**config.mk**
```make
export PLATFORM = sky130hd
export DESIGN_NAME = video_pixel_output
export DESIGN_NICKNAME = d
export VERILOG_FILES = /design/src/design/video_out_pkg.sv /design/src/design/pixel_stream_if.sv /design/src/design/video_pixel_output.sv /design/src/design/two_entry_buffer.sv /design/src/design/pixel_formatter.sv
export SDC_FILE = /design/constraint.sdc
export NUM_CORES = 1
export LEC_CHECK = 0
export ABC_AREA = 1
export BUFFER_PORTS_ARGS = -buffer_cell sky130_fd_sc_hd__clkbuf_2
export CORE_UTILIZATION = 53
export DETAILED_ROUTE_END_ITERATION = 6
export GPL_TIMING_DRIVEN = 0
export PLACE_DENSITY = 0.79
export SLEW_MARGIN = 20
export SYNTH_ARGS = -nofsm -noshare
export SYNTH_HDL_FRONTEND = slang
export SYNTH_HIERARCHICAL = 1
export SYNTH_SLANG_ARGS = --single-unit
```
**constraint.sdc**
```tcl
create_clock -name core_clk -period 1.7 [get_ports core_clk]
set_input_delay 0.17 -clock core_clk [delete_from_list [all_inputs] [get_ports core_clk]]
set_output_delay 0.17 -clock core_clk [all_outputs]
set_load 0.005 [all_outputs]
```
**src/design/video_out_pkg.sv**
```systemverilog
// Shared constants and types of the video pixel output stage.
// Assumes one clock domain; register map is reached over APB.
package video_out_pkg;

    // ---------------------------------------------------------------
    // Pixel depth and stream word
    // ---------------------------------------------------------------
    typedef enum logic [1:0] {
        DEPTH1,
        DEPTH2,
        DEPTH4,
        DEPTH8
    } depth_type;

    typedef struct packed {
        logic [7:0] bits;
        depth_type  depth;
        logic [1:0] tag;
        logic       cursor;
        logic       blank;
        logic       hsync;
        logic       vsync;
    } pixel_type;

    localparam int PIX_W         = $bits(pixel_type);
    localparam int BUF_DEPTH_DEF = 2;

    // ---------------------------------------------------------------
    // Register map
    // ---------------------------------------------------------------
    localparam int         ADDR_W      = 12;
    localparam logic [11:0] OFF_CONFIG = 12'h000;
    localparam logic [11:0] OFF_BLANKV = 12'h004;
    localparam logic [11:0] OFF_PAD    = 12'h008;
    localparam logic [11:0] OFF_CURTAG = 12'h00c;
    localparam logic [11:0] OFF_STATUS = 12'h010;

    localparam int TAG_EN_BIT    = 4;
    localparam int ST_UNDERRUN   = 0;
    localparam int ST_BLANK      = 1;
    localparam int ST_TAG_LSB    = 2;
    localparam int ST_FILL_LSB   = 4;

    localparam logic       TAG_EN_RST = 1'b0;
    localparam logic [7:0] BLANKV_RST = 8'h00;
    localparam logic [7:0] PAD_RST    = 8'h00;
    localparam logic [1:0] CURTAG_RST = 2'h0;

endpackage : video_out_pkg

```
**src/design/pixel_stream_if.sv**
```systemverilog
// Valid/ready carrier for pixel stream words between modules.
// Assumes both ends share one clock.
`timescale 1ns/10ps
`default_nettype none
interface pixel_stream_if #(
    parameter int WIDTH = 8
);
    logic             valid;
    logic             ready;
    logic [WIDTH-1:0] data;

    modport src (output valid, output data, input ready);
    modport snk (input valid, input data, output ready);
endinterface : pixel_stream_if
`default_nettype wire

```
**src/design/video_pixel_output.sv**
```systemverilog
// Video pixel output stage with window tags on the sync pins.
// Assumes an APB master on core_clk and a pixel source that
// supplies each word with its depth, tag, cursor and blank flags.
//
// Notes on behaviour
// - One bit per pixel: bitmap on pin zero, padding on the other seven.
// - Two or four bits: bitmap on the lowest pins, padding above them.
// - Eight bits per pixel: all pins from the bitmap, no padding.
// - Blanking and reset put the blank-time pixel value on the pins.
// - Outside the cursor, two tag bits follow the window being scanned.
// - Where the cursor is shown its own tag replaces the window tag.
// - With tags enabled, visible time shows tags on the sync pins.
// - Config bit 4 enables tag multiplexing onto the sync pins.
// - With tags disabled, both sync pins stay low in visible time.
//
// Local design decisions: the APB register port and the register offsets.
`timescale 1ns/10ps
`default_nettype none
module video_pixel_output
    import video_out_pkg::*;
#(
    parameter int BUF_DEPTH = BUF_DEPTH_DEF
)(
    input  wire logic              core_clk,
    input  wire logic              rstn,
    input  wire logic [ADDR_W-1:0] paddr,
    input  wire logic              psel,
    input  wire logic              penable,
    input  wire logic              pwrite,
    input  wire logic [31:0]       pwdata,
    output logic [31:0]            prdata,
    output logic                   pready,
    output logic                   pslverr,
    input  wire logic              inValid,
    output logic                   inReady,
    input  wire logic [7:0]        inBits,
    input  wire logic [1:0]        inDepth,
    input  wire logic [1:0]        inTag,
    input  wire logic              inCursor,
    input  wire logic              inBlank,
    input  wire logic              inHsync,
    input  wire logic              inVsync,
    input  wire logic              pixelAdvance,
    output logic [7:0]             pixelDataPins,
    output logic                   blankOut,
    output logic                   hsyncOut,
    output logic                   vsyncOut
);
    localparam int CW = $clog2(BUF_DEPTH+1);

    // ---------------------------------------------------------------
    // State
    // ---------------------------------------------------------------
    typedef struct packed {
        logic [7:0]  pins;
        logic        blank;
        logic        hs;
        logic        vs;
        logic        tagEn;
        logic [7:0]  blankVal;
        logic [7:0]  pad;
        logic [1:0]  curTag;
        logic [1:0]  lastTag;
        logic        underrun;
        logic [31:0] rdata;
        logic        err;
    } top_state_type;

    localparam top_state_type STATE_RST = '{
        pins:     BLANKV_RST,
        blank:    1'b1,
        hs:       1'b0,
        vs:       1'b0,
        tagEn:    TAG_EN_RST,
        blankVal: BLANKV_RST,
        pad:      PAD_RST,
        curTag:   CURTAG_RST,
        lastTag:  2'h0,
        underrun: 1'b0,
        rdata:    32'h0000_0000,
        err:      1'b0
    };

    top_state_type q;
    top_state_type d;

    // ---------------------------------------------------------------
    // Stream buffer
    // ---------------------------------------------------------------
    pixel_stream_if #(.WIDTH(PIX_W)) inLink ();
    pixel_stream_if #(.WIDTH(PIX_W)) outLink ();

    logic [CW-1:0] fill;
    pixel_type     pix;
    logic [7:0]    fmtPins;
    logic          take;
    logic          under;
    logic [1:0]    effTag;

    assign inLink.valid = inValid;
    assign inLink.data  = {inBits, depth_type'(inDepth), inTag,
                           inCursor, inBlank, inHsync, inVsync};
    assign inReady      = inLink.ready;

    two_entry_buffer #(
        .WIDTH (PIX_W),
        .DEPTH (BUF_DEPTH)
    ) pixelBuffer (
        .clk     (core_clk),
        .rstn    (rstn),
        .inPort  (inLink),
        .outPort (outLink),
        .fill    (fill)
    );

    assign pix           = pixel_type'(outLink.data);
    assign outLink.ready = pixelAdvance;
    assign take          = pixelAdvance && outLink.valid;
    assign under         = pixelAdvance && !outLink.valid;

    pixel_formatter pixelFormat (
        .depth (pix.depth),
        .bits  (pix.bits),
        .pad   (q.pad),
        .pins  (fmtPins)
    );

    // Cursor tag overrides the window's tag
    assign effTag = pix.cursor ? q.curTag : pix.tag;

    // ---------------------------------------------------------------
    // APB decode
    // ---------------------------------------------------------------
    logic setup;
    logic access;
    logic wrAcc;
    logic mapped;

    assign setup  = psel && !penable;
    assign access = psel && penable;
    assign wrAcc  = access && pwrite;
    assign mapped = (paddr == OFF_CONFIG) || (paddr == OFF_BLANKV) ||
                    (paddr == OFF_PAD)    || (paddr == OFF_CURTAG) ||
                    (paddr == OFF_STATUS);

    assign pready  = 1'b1;
    assign pslverr = access && q.err;
    assign prdata  = q.rdata;

    // ---------------------------------------------------------------
    // Next state
    // ---------------------------------------------------------------
    always_comb
    begin
        d = q;

        // Read data and error are captured in the setup cycle
        if (setup)
        begin
            d.err   = !mapped;
            d.rdata = 32'h0000_0000;
            if (paddr == OFF_CONFIG)
                d.rdata[TAG_EN_BIT] = q.tagEn;
            else if (paddr == OFF_BLANKV)
                d.rdata[7:0] = q.blankVal;
            else if (paddr == OFF_PAD)
                d.rdata[7:0] = q.pad;
            else if (paddr == OFF_CURTAG)
                d.rdata[1:0] = q.curTag;
            else if (paddr == OFF_STATUS)
            begin
                d.rdata[ST_UNDERRUN] = q.underrun;
                d.rdata[ST_BLANK]    = q.blank;
                d.rdata[ST_TAG_LSB+1:ST_TAG_LSB] = q.lastTag;
                d.rdata[ST_FILL_LSB+CW-1:ST_FILL_LSB] = fill;
            end
        end

        // Writes land at the access edge
        if (wrAcc)
        begin
            if (paddr == OFF_CONFIG)
                d.tagEn = pwdata[TAG_EN_BIT];
            else if (paddr == OFF_BLANKV)
                d.blankVal = pwdata[7:0];
            else if (paddr == OFF_PAD)
                d.pad = pwdata[7:0];
            else if (paddr == OFF_CURTAG)
                d.curTag = pwdata[1:0];
        end

        // Sticky underrun, a new event beats the clear
        if (wrAcc && paddr == OFF_STATUS && pwdata[ST_UNDERRUN])
            d.underrun = 1'b0;
        if (under)
            d.underrun = 1'b1;

        // Pixel pins, tags and blank move together when a word is taken
        if (take)
        begin
            d.blank   = pix.blank;
            d.lastTag = effTag;
            if (pix.blank)
            begin
                d.pins = q.blankVal;
                d.hs   = pix.hsync;
                d.vs   = pix.vsync;
            end
            else
            begin
                d.pins = fmtPins;
                d.hs   = q.tagEn && effTag[0];
                d.vs   = q.tagEn && effTag[1];
            end
        end
        else if (under)
        begin
            // Starved source shows blank value, syncs keep level
            d.blank = 1'b1;
            d.pins  = q.blankVal;
        end
    end

    always_ff @(posedge core_clk or negedge rstn)
    begin
        if (!rstn)
            q <= STATE_RST;
        else
            q <= d;
    end

    assign pixelDataPins = q.pins;
    assign blankOut      = q.blank;
    assign hsyncOut      = q.hs;
    assign vsyncOut      = q.vs;
endmodule : video_pixel_output
`default_nettype wire

```
**src/design/two_entry_buffer.sv**
```systemverilog
// Small FIFO with valid/ready on both sides.
// Assumes synchronous inputs on clk, async active-low reset.
`timescale 1ns/10ps
`default_nettype none
module two_entry_buffer #(
    parameter int WIDTH = 8,
    parameter int DEPTH = 2
)(
    input  wire logic                       clk,
    input  wire logic                       rstn,
    pixel_stream_if.snk                     inPort,
    pixel_stream_if.src                     outPort,
    output logic [$clog2(DEPTH+1)-1:0]      fill
);
    localparam int PW = (DEPTH > 1) ? $clog2(DEPTH) : 1;
    localparam int CW = $clog2(DEPTH+1);

    typedef struct packed {
        logic [DEPTH-1:0][WIDTH-1:0] mem;
        logic [PW-1:0]               wr;
        logic [PW-1:0]               rd;
        logic [CW-1:0]               cnt;
    } buf_state_type;

    buf_state_type q;
    buf_state_type d;
    logic          push;
    logic          pop;

    assign inPort.ready  = (q.cnt != CW'(DEPTH));
    assign outPort.valid = (q.cnt != '0);
    assign outPort.data  = q.mem[q.rd];
    assign fill          = q.cnt;
    assign push          = inPort.valid && inPort.ready;
    assign pop           = outPort.valid && outPort.ready;

    always_comb
    begin
        d = q;
        if (push)
        begin
            d.mem[q.wr] = inPort.data;
            d.wr = (q.wr == PW'(DEPTH-1)) ? '0 : q.wr + 1'b1;
        end
        if (pop)
        begin
            d.rd = (q.rd == PW'(DEPTH-1)) ? '0 : q.rd + 1'b1;
        end
        d.cnt = q.cnt + CW'(push) - CW'(pop);
    end

    always_ff @(posedge clk or negedge rstn)
    begin
        if (!rstn)
            q <= '0;
        else
            q <= d;
    end
endmodule : two_entry_buffer
`default_nettype wire

```
**src/design/pixel_formatter.sv**
```systemverilog
// Places bitmap bits on the low pins and padding on the rest.
// Assumes depth and padding are stable while the word is taken.
`timescale 1ns/10ps
`default_nettype none
module pixel_formatter
    import video_out_pkg::*;
(
    input  wire depth_type  depth,
    input  wire logic [7:0] bits,
    input  wire logic [7:0] pad,
    output logic [7:0]      pins
);
    always_comb
    begin
        case (depth)
            DEPTH1:  pins = {pad[7:1], bits[0]};
            DEPTH2:  pins = {pad[7:2], bits[1:0]};
            DEPTH4:  pins = {pad[7:4], bits[3:0]};
            default: pins = bits;
        endcase
    end
endmodule : pixel_formatter
`default_nettype wire

```
# [Word-level counts from Yosys, hierarchy flattened]
# Index checks and enable logic that the tools add are counted.
[totals] reg_bits=78 output_inout_bits=46
[op_classes] n_addsub=4 magnitude_cmp=3 n_eq_ne=7 mux=24 bitwise=3 n_reduce_logical=28
[op_table] cell="two-way mux 16 bit" count=3
[op_table] cell="bitwise mux 32 bit" count=1
[op_table] cell="equality test 12 x 4 -> 1 bit, second input constant" count=2
[op_table] cell="case mux 8 bit (3 select lines)" count=1
[op_table] cell="two-way mux 9 bit" count=2
[op_table] cell="demux 16 bit (select 1 bit)" count=1
[op_table] cell="two-way mux 8 bit" count=2
[op_table] cell="equality test 12 x 3 -> 1 bit, second input constant" count=1
[op_table] cell="equality test 12 x 5 -> 1 bit, second input constant" count=1
[op_table] cell="logical AND 1 bit" count=12
[op_table] cell="zero test 12 bit" count=1
[op_table] cell="two-way mux 6 bit" count=2
[op_table] cell="two-way mux 2 bit" count=4
[op_table] cell="two-way mux 4 bit" count=2
[op_table] cell="nonzero test 2 bit" count=3
[op_table] cell="two-way mux 1 bit" count=5
[op_table] cell="AND reduction 5 bit" count=1
[op_table] cell="logical OR 1 bit" count=4
[op_table] cell="< comparator 1 x 2 -> 1 bit, second input constant" count=2
[op_table] cell="AND reduction 4 bit" count=1
[op_table] cell="zero test 1 bit" count=3
[op_table] cell="two-way mux 3 bit" count=1
[op_table] cell="NOT 1 bit" count=3
[op_table] cell="AND reduction 3 bit" count=1
[op_table] cell="other kinds (9)" count=10

# [Longest topological paths before layout]
[logic_depth] depth_word=6 mapped_depth=12 mapped_depth_nobuf=10

# [Cells and area by module]
# The synthesis kept the hierarchy.
[by_module_without_submodules] module="video_pixel_output" n_inst=1 cells_each=312 area_each_um2=2398.6
[by_module_without_submodules] module="two_entry_buffer" n_inst=1 cells_each=224 area_each_um2=1799.2
[by_module_without_submodules] module="pixel_formatter" n_inst=1 cells_each=28 area_each_um2=121.4

# [Least setup slack after synthesis]
# No wires, ideal clock.
[synth_timing] kind="register to register" startpoint="register pixelBuffer.q, in the netlist pixelBuffer/fill[1]" endpoint="register q, in the netlist pixelDataPins[5]" setup_time_ns=0.118 t_arrival_ns=1.329 t_required_ns=1.582 path_slack_ns=0.254 stages_incl_launch_ff=9 synth_period_minus_slack_ns=1.446 path_cell_list="dfrtp_1 > inv_1 > nand2_1 > nand2_1 > nor2_2 > buf_2 > o21ai_1 > a21oi_1 > nor2_1"
[synth_between] elab_chain_cells=4
[synth_rtl] element="start, declared" line_no="two_entry_buffer.sv:25" rtl="buf_state_type q;"
[synth_rtl] element="start signal, assigned" line_no="two_entry_buffer.sv:55" rtl="q <= '0;"
[synth_rtl] element="start signal, assigned" line_no="two_entry_buffer.sv:57" rtl="q <= d;"
[synth_rtl] element="nonzero test 2 bit (*)" line_no="two_entry_buffer.sv:31" rtl="assign outPort.valid = (q.cnt != '0);"
[synth_rtl] element="named net outLink.valid" line_no="pixel_stream_if.sv:8" rtl="logic valid;"
[synth_rtl] element="zero test 1 bit" line_no="video_pixel_output.sv:119" rtl="assign under = pixelAdvance && !outLink.valid;"
[synth_rtl] element="logical AND 1 bit" line_no="video_pixel_output.sv:119"
[synth_rtl] element="nonzero test 2 bit (no source line)"
[synth_rtl] element="end signal, assigned" line_no="video_pixel_output.sv:227" rtl="q <= STATE_RST;"
[synth_rtl] element="end signal, assigned" line_no="video_pixel_output.sv:229" rtl="q <= d;"
[synth_rtl] element="end, declared" line_no="video_pixel_output.sv:84" rtl="top_state_type q;"
# The timed path passes the listed nets; every way through them passes the cells marked *.
# A chain may end at the register's enable or synchronous reset.

# [Final worst setup path]
[layout_timing] startpoint="register pixelBuffer.q, in the netlist pixelBuffer/fill[0]" endpoint="register q, in the netlist pixelDataPins[5]"
# The elaborated chain is that of the path after synthesis.

==> run summary <==
## Run status
• outcome: finished, final reports clean

## Final layout
• non-filler cells, final: 773
• Area growth, synth to finish: 21.1%
• antenna diode instance count: 0
• Core Util, Final: 67.0%
• ratio of cells with drive above 1 in the final layout: 26.4%
• net count of the finished layout: 735
• post-route design area: 5230 sq um

## Clock tree
• Worst-path clk slew: 0.08 ns
• CTS tree: done
• CTS H-tree depth: 3
• Clock Latency Late Sink: 0.36 ns
• # clock sinks: 78
• Root Driver: sky130_fd_sc_hd__clkbuf_8
• Max clock buf depth: 2
• clock buffer count from CTS: 9

## STA
• slew at the pin closest to its max-slew limit: 0.642 ns
• share of the clock period used by the worst path: 91.5%
• minimum clock period after layout: 1.56 ns
• worst clock skew: 0.00887 ns
• final max-slew violation count: 0
• Rel. slew slack: 57.0%
• maximum operating frequency: 643 MHz
• setup repair after global routing missed its margin: false
• number of endpoints with negative hold slack in the final report: 0
• Sum Neg Setup Slack: 0 ns
• endpoints failing setup: 0

## Floorplan
• die area: 8510 sq um
• width of the die: 92.3 um
• Die Ht: 92.3 um
• starting density of the core: 55.3%
• core box area: 7810 sq um
• number of ports placed on the die boundary: 113
• Site Rows: 32

## Setup path
• FF-to-FF path depth: 8
• cells along the critical path: inv_1 -> nand2_2 -> nand2_2 -> nor2_4 -> clkbuf_4 -> o21ai_1 -> a21oi_1 -> nor2_1
• dominant cell type by count on the critical path: sky130_fd_sc_hd__nand2_2
• arrival time of the worst setup path: 1.81 ns
• critical path class: reg -> reg
• required time worst endpoint: 1.95 ns
• critical path launch point type: register
• Worst setup EP type: register
• CP max-delay cell: sky130_fd_sc_hd__dfrtp_1
• maximum fanout along the worst path: 10
• crit-path max cell delay: 0.39 ns

## Power and ir drop
• Power per Cell Area: 1420 nW/um^2
• Pleak: 2.91 nW
• maximum VDD drop: 0.000899 V

## GRT
• pin count of the biggest net entering global routing: 52
• global-route usage over all layers: 25.7%
• Congestion Overflow GR: 0
• number of global-route vias before repair: 3725
• first-pass GRT wire length: 17.0 mm
• initial antenna violation count: 0

## Drt
• via count normalized by instance count: 5.08
• Iter 0 DRT Violations: 216
• Final ANT Viol Nets: 0
• number of search-and-repair iterations in the first detailed-routing pass: 5
• number of vias in the routed layout: 3924
• Post-Route WL: 10.1 mm
• routed len/inst: 13.0 um
• number of DRC violations after detailed routing: 0

## Synthesis
• number of distinct library cells after synthesis: 29
• flops & latches, synth: 78
• share of the yosys chip area belonging to registers: 45.2%
• Cells after Synth: 564
• mean cell area of the mapped netlist: 7.66 sq um
• YS warnings: 6
• combined area of all synthesized cells: 4320 sq um

## Min path
• worst hold path cell count: 3
• Hold WC Path Type: in -> reg

## Placement
• estimated wirelength of the detail-placed design: 7.46 mm
• buffers added on ports: 62
• total placed instance area: 4870 sq um
• Final Wtd Congestion: 0.904
• post-placement cell count: 752

## Job
• # Max-Cap Violations: 0

-- stage by stage --
stage          total power, mW  hold WS, ns  setup WS, ns
2_1_floorplan             4.60       -0.126         0.254
3_3_place_gp              5.29        0.405        -0.218
3_5_place_dp              5.39        0.154        -0.196
4_1_cts                   7.31       0.0330       0.00543
5_1_grt                   7.97       0.0410        0.0133
6_report                  7.43       0.0408         0.144
-- path summary, 6_finish.rpt --
kind	slack [ns]	endpoint	from
max	0.14	pixelDataPins[5]	pixelBuffer/fill[0]
min	0.04	q[52]	pwdata[6]
max reg2reg	0.14	pixelDataPins[5]	pixelBuffer/fill[0]
min reg2reg	0.48	pixelBuffer/q[13]	pixelBuffer/q[13]
max in group asynchronous	0.76	blankOut	rstn
min in group asynchronous	0.30	q[33]	rstn
-- cells in the final DEF, fill, tap and decap left out, types with 3 or more instances in the layout --
master,netlist,final
sky130_fd_sc_hd__clkbuf_2,0,61
sky130_fd_sc_hd__nand2_1,213,209
sky130_fd_sc_hd__conb_1,2,25
sky130_fd_sc_hd__nor2_1,33,33
sky130_fd_sc_hd__dfrtp_1,77,76
sky130_fd_sc_hd__nand2_2,4,8
sky130_fd_sc_hd__o21ai_0,10,10
sky130_fd_sc_hd__buf_4,47,50
sky130_fd_sc_hd__buf_6,5,7
sky130_fd_sc_hd__nand4_1,35,35
sky130_fd_sc_hd__a21oi_1,12,11
sky130_fd_sc_hd__bufinv_16,0,4
sky130_fd_sc_hd__inv_2,5,4
sky130_fd_sc_hd__nor2_2,4,3
sky130_fd_sc_hd__nor3_1,4,4
sky130_fd_sc_hd__inv_1,34,34
sky130_fd_sc_hd__nor2_4,2,3
sky130_fd_sc_hd__o21ai_1,15,15
sky130_fd_sc_hd__nand3_1,33,33
sky130_fd_sc_hd__clkbuf_8,0,10
sky130_fd_sc_hd__buf_2,12,9
-- synth_stat cells --
cell                         n  area, sq um
sky130_fd_sc_hd__nor3_4      1         16.3
sky130_fd_sc_hd__o21ai_2     2         17.5
sky130_fd_sc_hd__conb_1      2         7.51
sky130_fd_sc_hd__inv_6       1         8.76
sky130_fd_sc_hd__dfrtp_1    77         1930
sky130_fd_sc_hd__nand3_1    33          165
sky130_fd_sc_hd__nor2_2      4         25.0
sky130_fd_sc_hd__nand2_2     4         25.0
sky130_fd_sc_hd__o211ai_1    2         15.0
sky130_fd_sc_hd__nor2_4      2         22.5
sky130_fd_sc_hd__o21ai_1    15         75.1
sky130_fd_sc_hd__clkinv_1    1         3.75
sky130_fd_sc_hd__clkbuf_1    2         7.51
sky130_fd_sc_hd__nand3_4     2         35.0
sky130_fd_sc_hd__inv_1      34          128
sky130_fd_sc_hd__buf_4      47          353
sky130_fd_sc_hd__buf_6       5         56.3
sky130_fd_sc_hd__o22ai_1     1         6.26
sky130_fd_sc_hd__a21oi_1    12         60.1
sky130_fd_sc_hd__ha_1        2         25.0
sky130_fd_sc_hd__dfstp_2     1         26.3
sky130_fd_sc_hd__inv_2       5         18.8
sky130_fd_sc_hd__nand4_1    35          219
sky130_fd_sc_hd__nand2_4     2         22.5
sky130_fd_sc_hd__nor2_1     33          124
sky130_fd_sc_hd__buf_2      12         60.1
sky130_fd_sc_hd__nand2_1   213          800
sky130_fd_sc_hd__o21ai_0    10         50.1
sky130_fd_sc_hd__nor3_1      4         20.0
-- worst max-delay path: cells and delay by family, from the launching register on --
kind | cells | cell delay (ns)
DFF | 1 | 0.39
AOI/OAI and AO/OA | 2 | 0.20
and+or+nand+nor | 4 | 0.53
buffers and inverters | 2 | 0.34
-- what timing repair did --
action,4_1_cts,5_1_grt
gates resized for setup,4,14
endpoints found under the setup margin,8,7
pin swaps,1,1
buffers inserted,2,2
endpoints found under the hold margin,27,0
hold buffers,1,0
-- power breakdown --
group	switching [mW]	internal (mW)	leakage, nW
clock	0.688	1.16	0.132
sequential	0.320	2.42	0.944
combinational	1.69	1.15	1.83
total	2.70	4.73	2.91
-- kinds of logic after synthesis --
group / count (synthesis) / synth area share (%)
other: 2 / 0.174
AOI/OAI and AO/OA: 42 / 5.19
adders and majority gates: 2 / 0.579
buffers and inverters: 107 / 14.7
DFF: 78 / 45.2
and+or+nand+nor: 333 / 34.1
-- sequential cells by signal, summed over array words and instances, names as in the netlist --
signal / flops
blankOut: 1
pixelBuffer/fill: 2
vsyncOut: 1
hsyncOut: 1
pixelBuffer/q: 34
prdata: 8
q: 23
pixelDataPins: 8
-- per-layer routing --
layer	vias to the layer above	part of all wire, %	GRT usage, %
met5	-	0	0
met4	0	1.8	11.2
met3	16	6.7	3.65
met2	168	50	43.5
met1	1794	42	32.9
li1	1946	-	-
-- area by class of cell --
class	instances	area (sq um)
clock inverter	6	133
sequential	78	1950
clock buffer	10	138
inverter	41	164
fill	688	2580
multi-input combinational	402	1840
tap	102	128
timing repair buffer	68	380
buffer	66	499
Note: power is estimated with default switching activity, not from simulation.
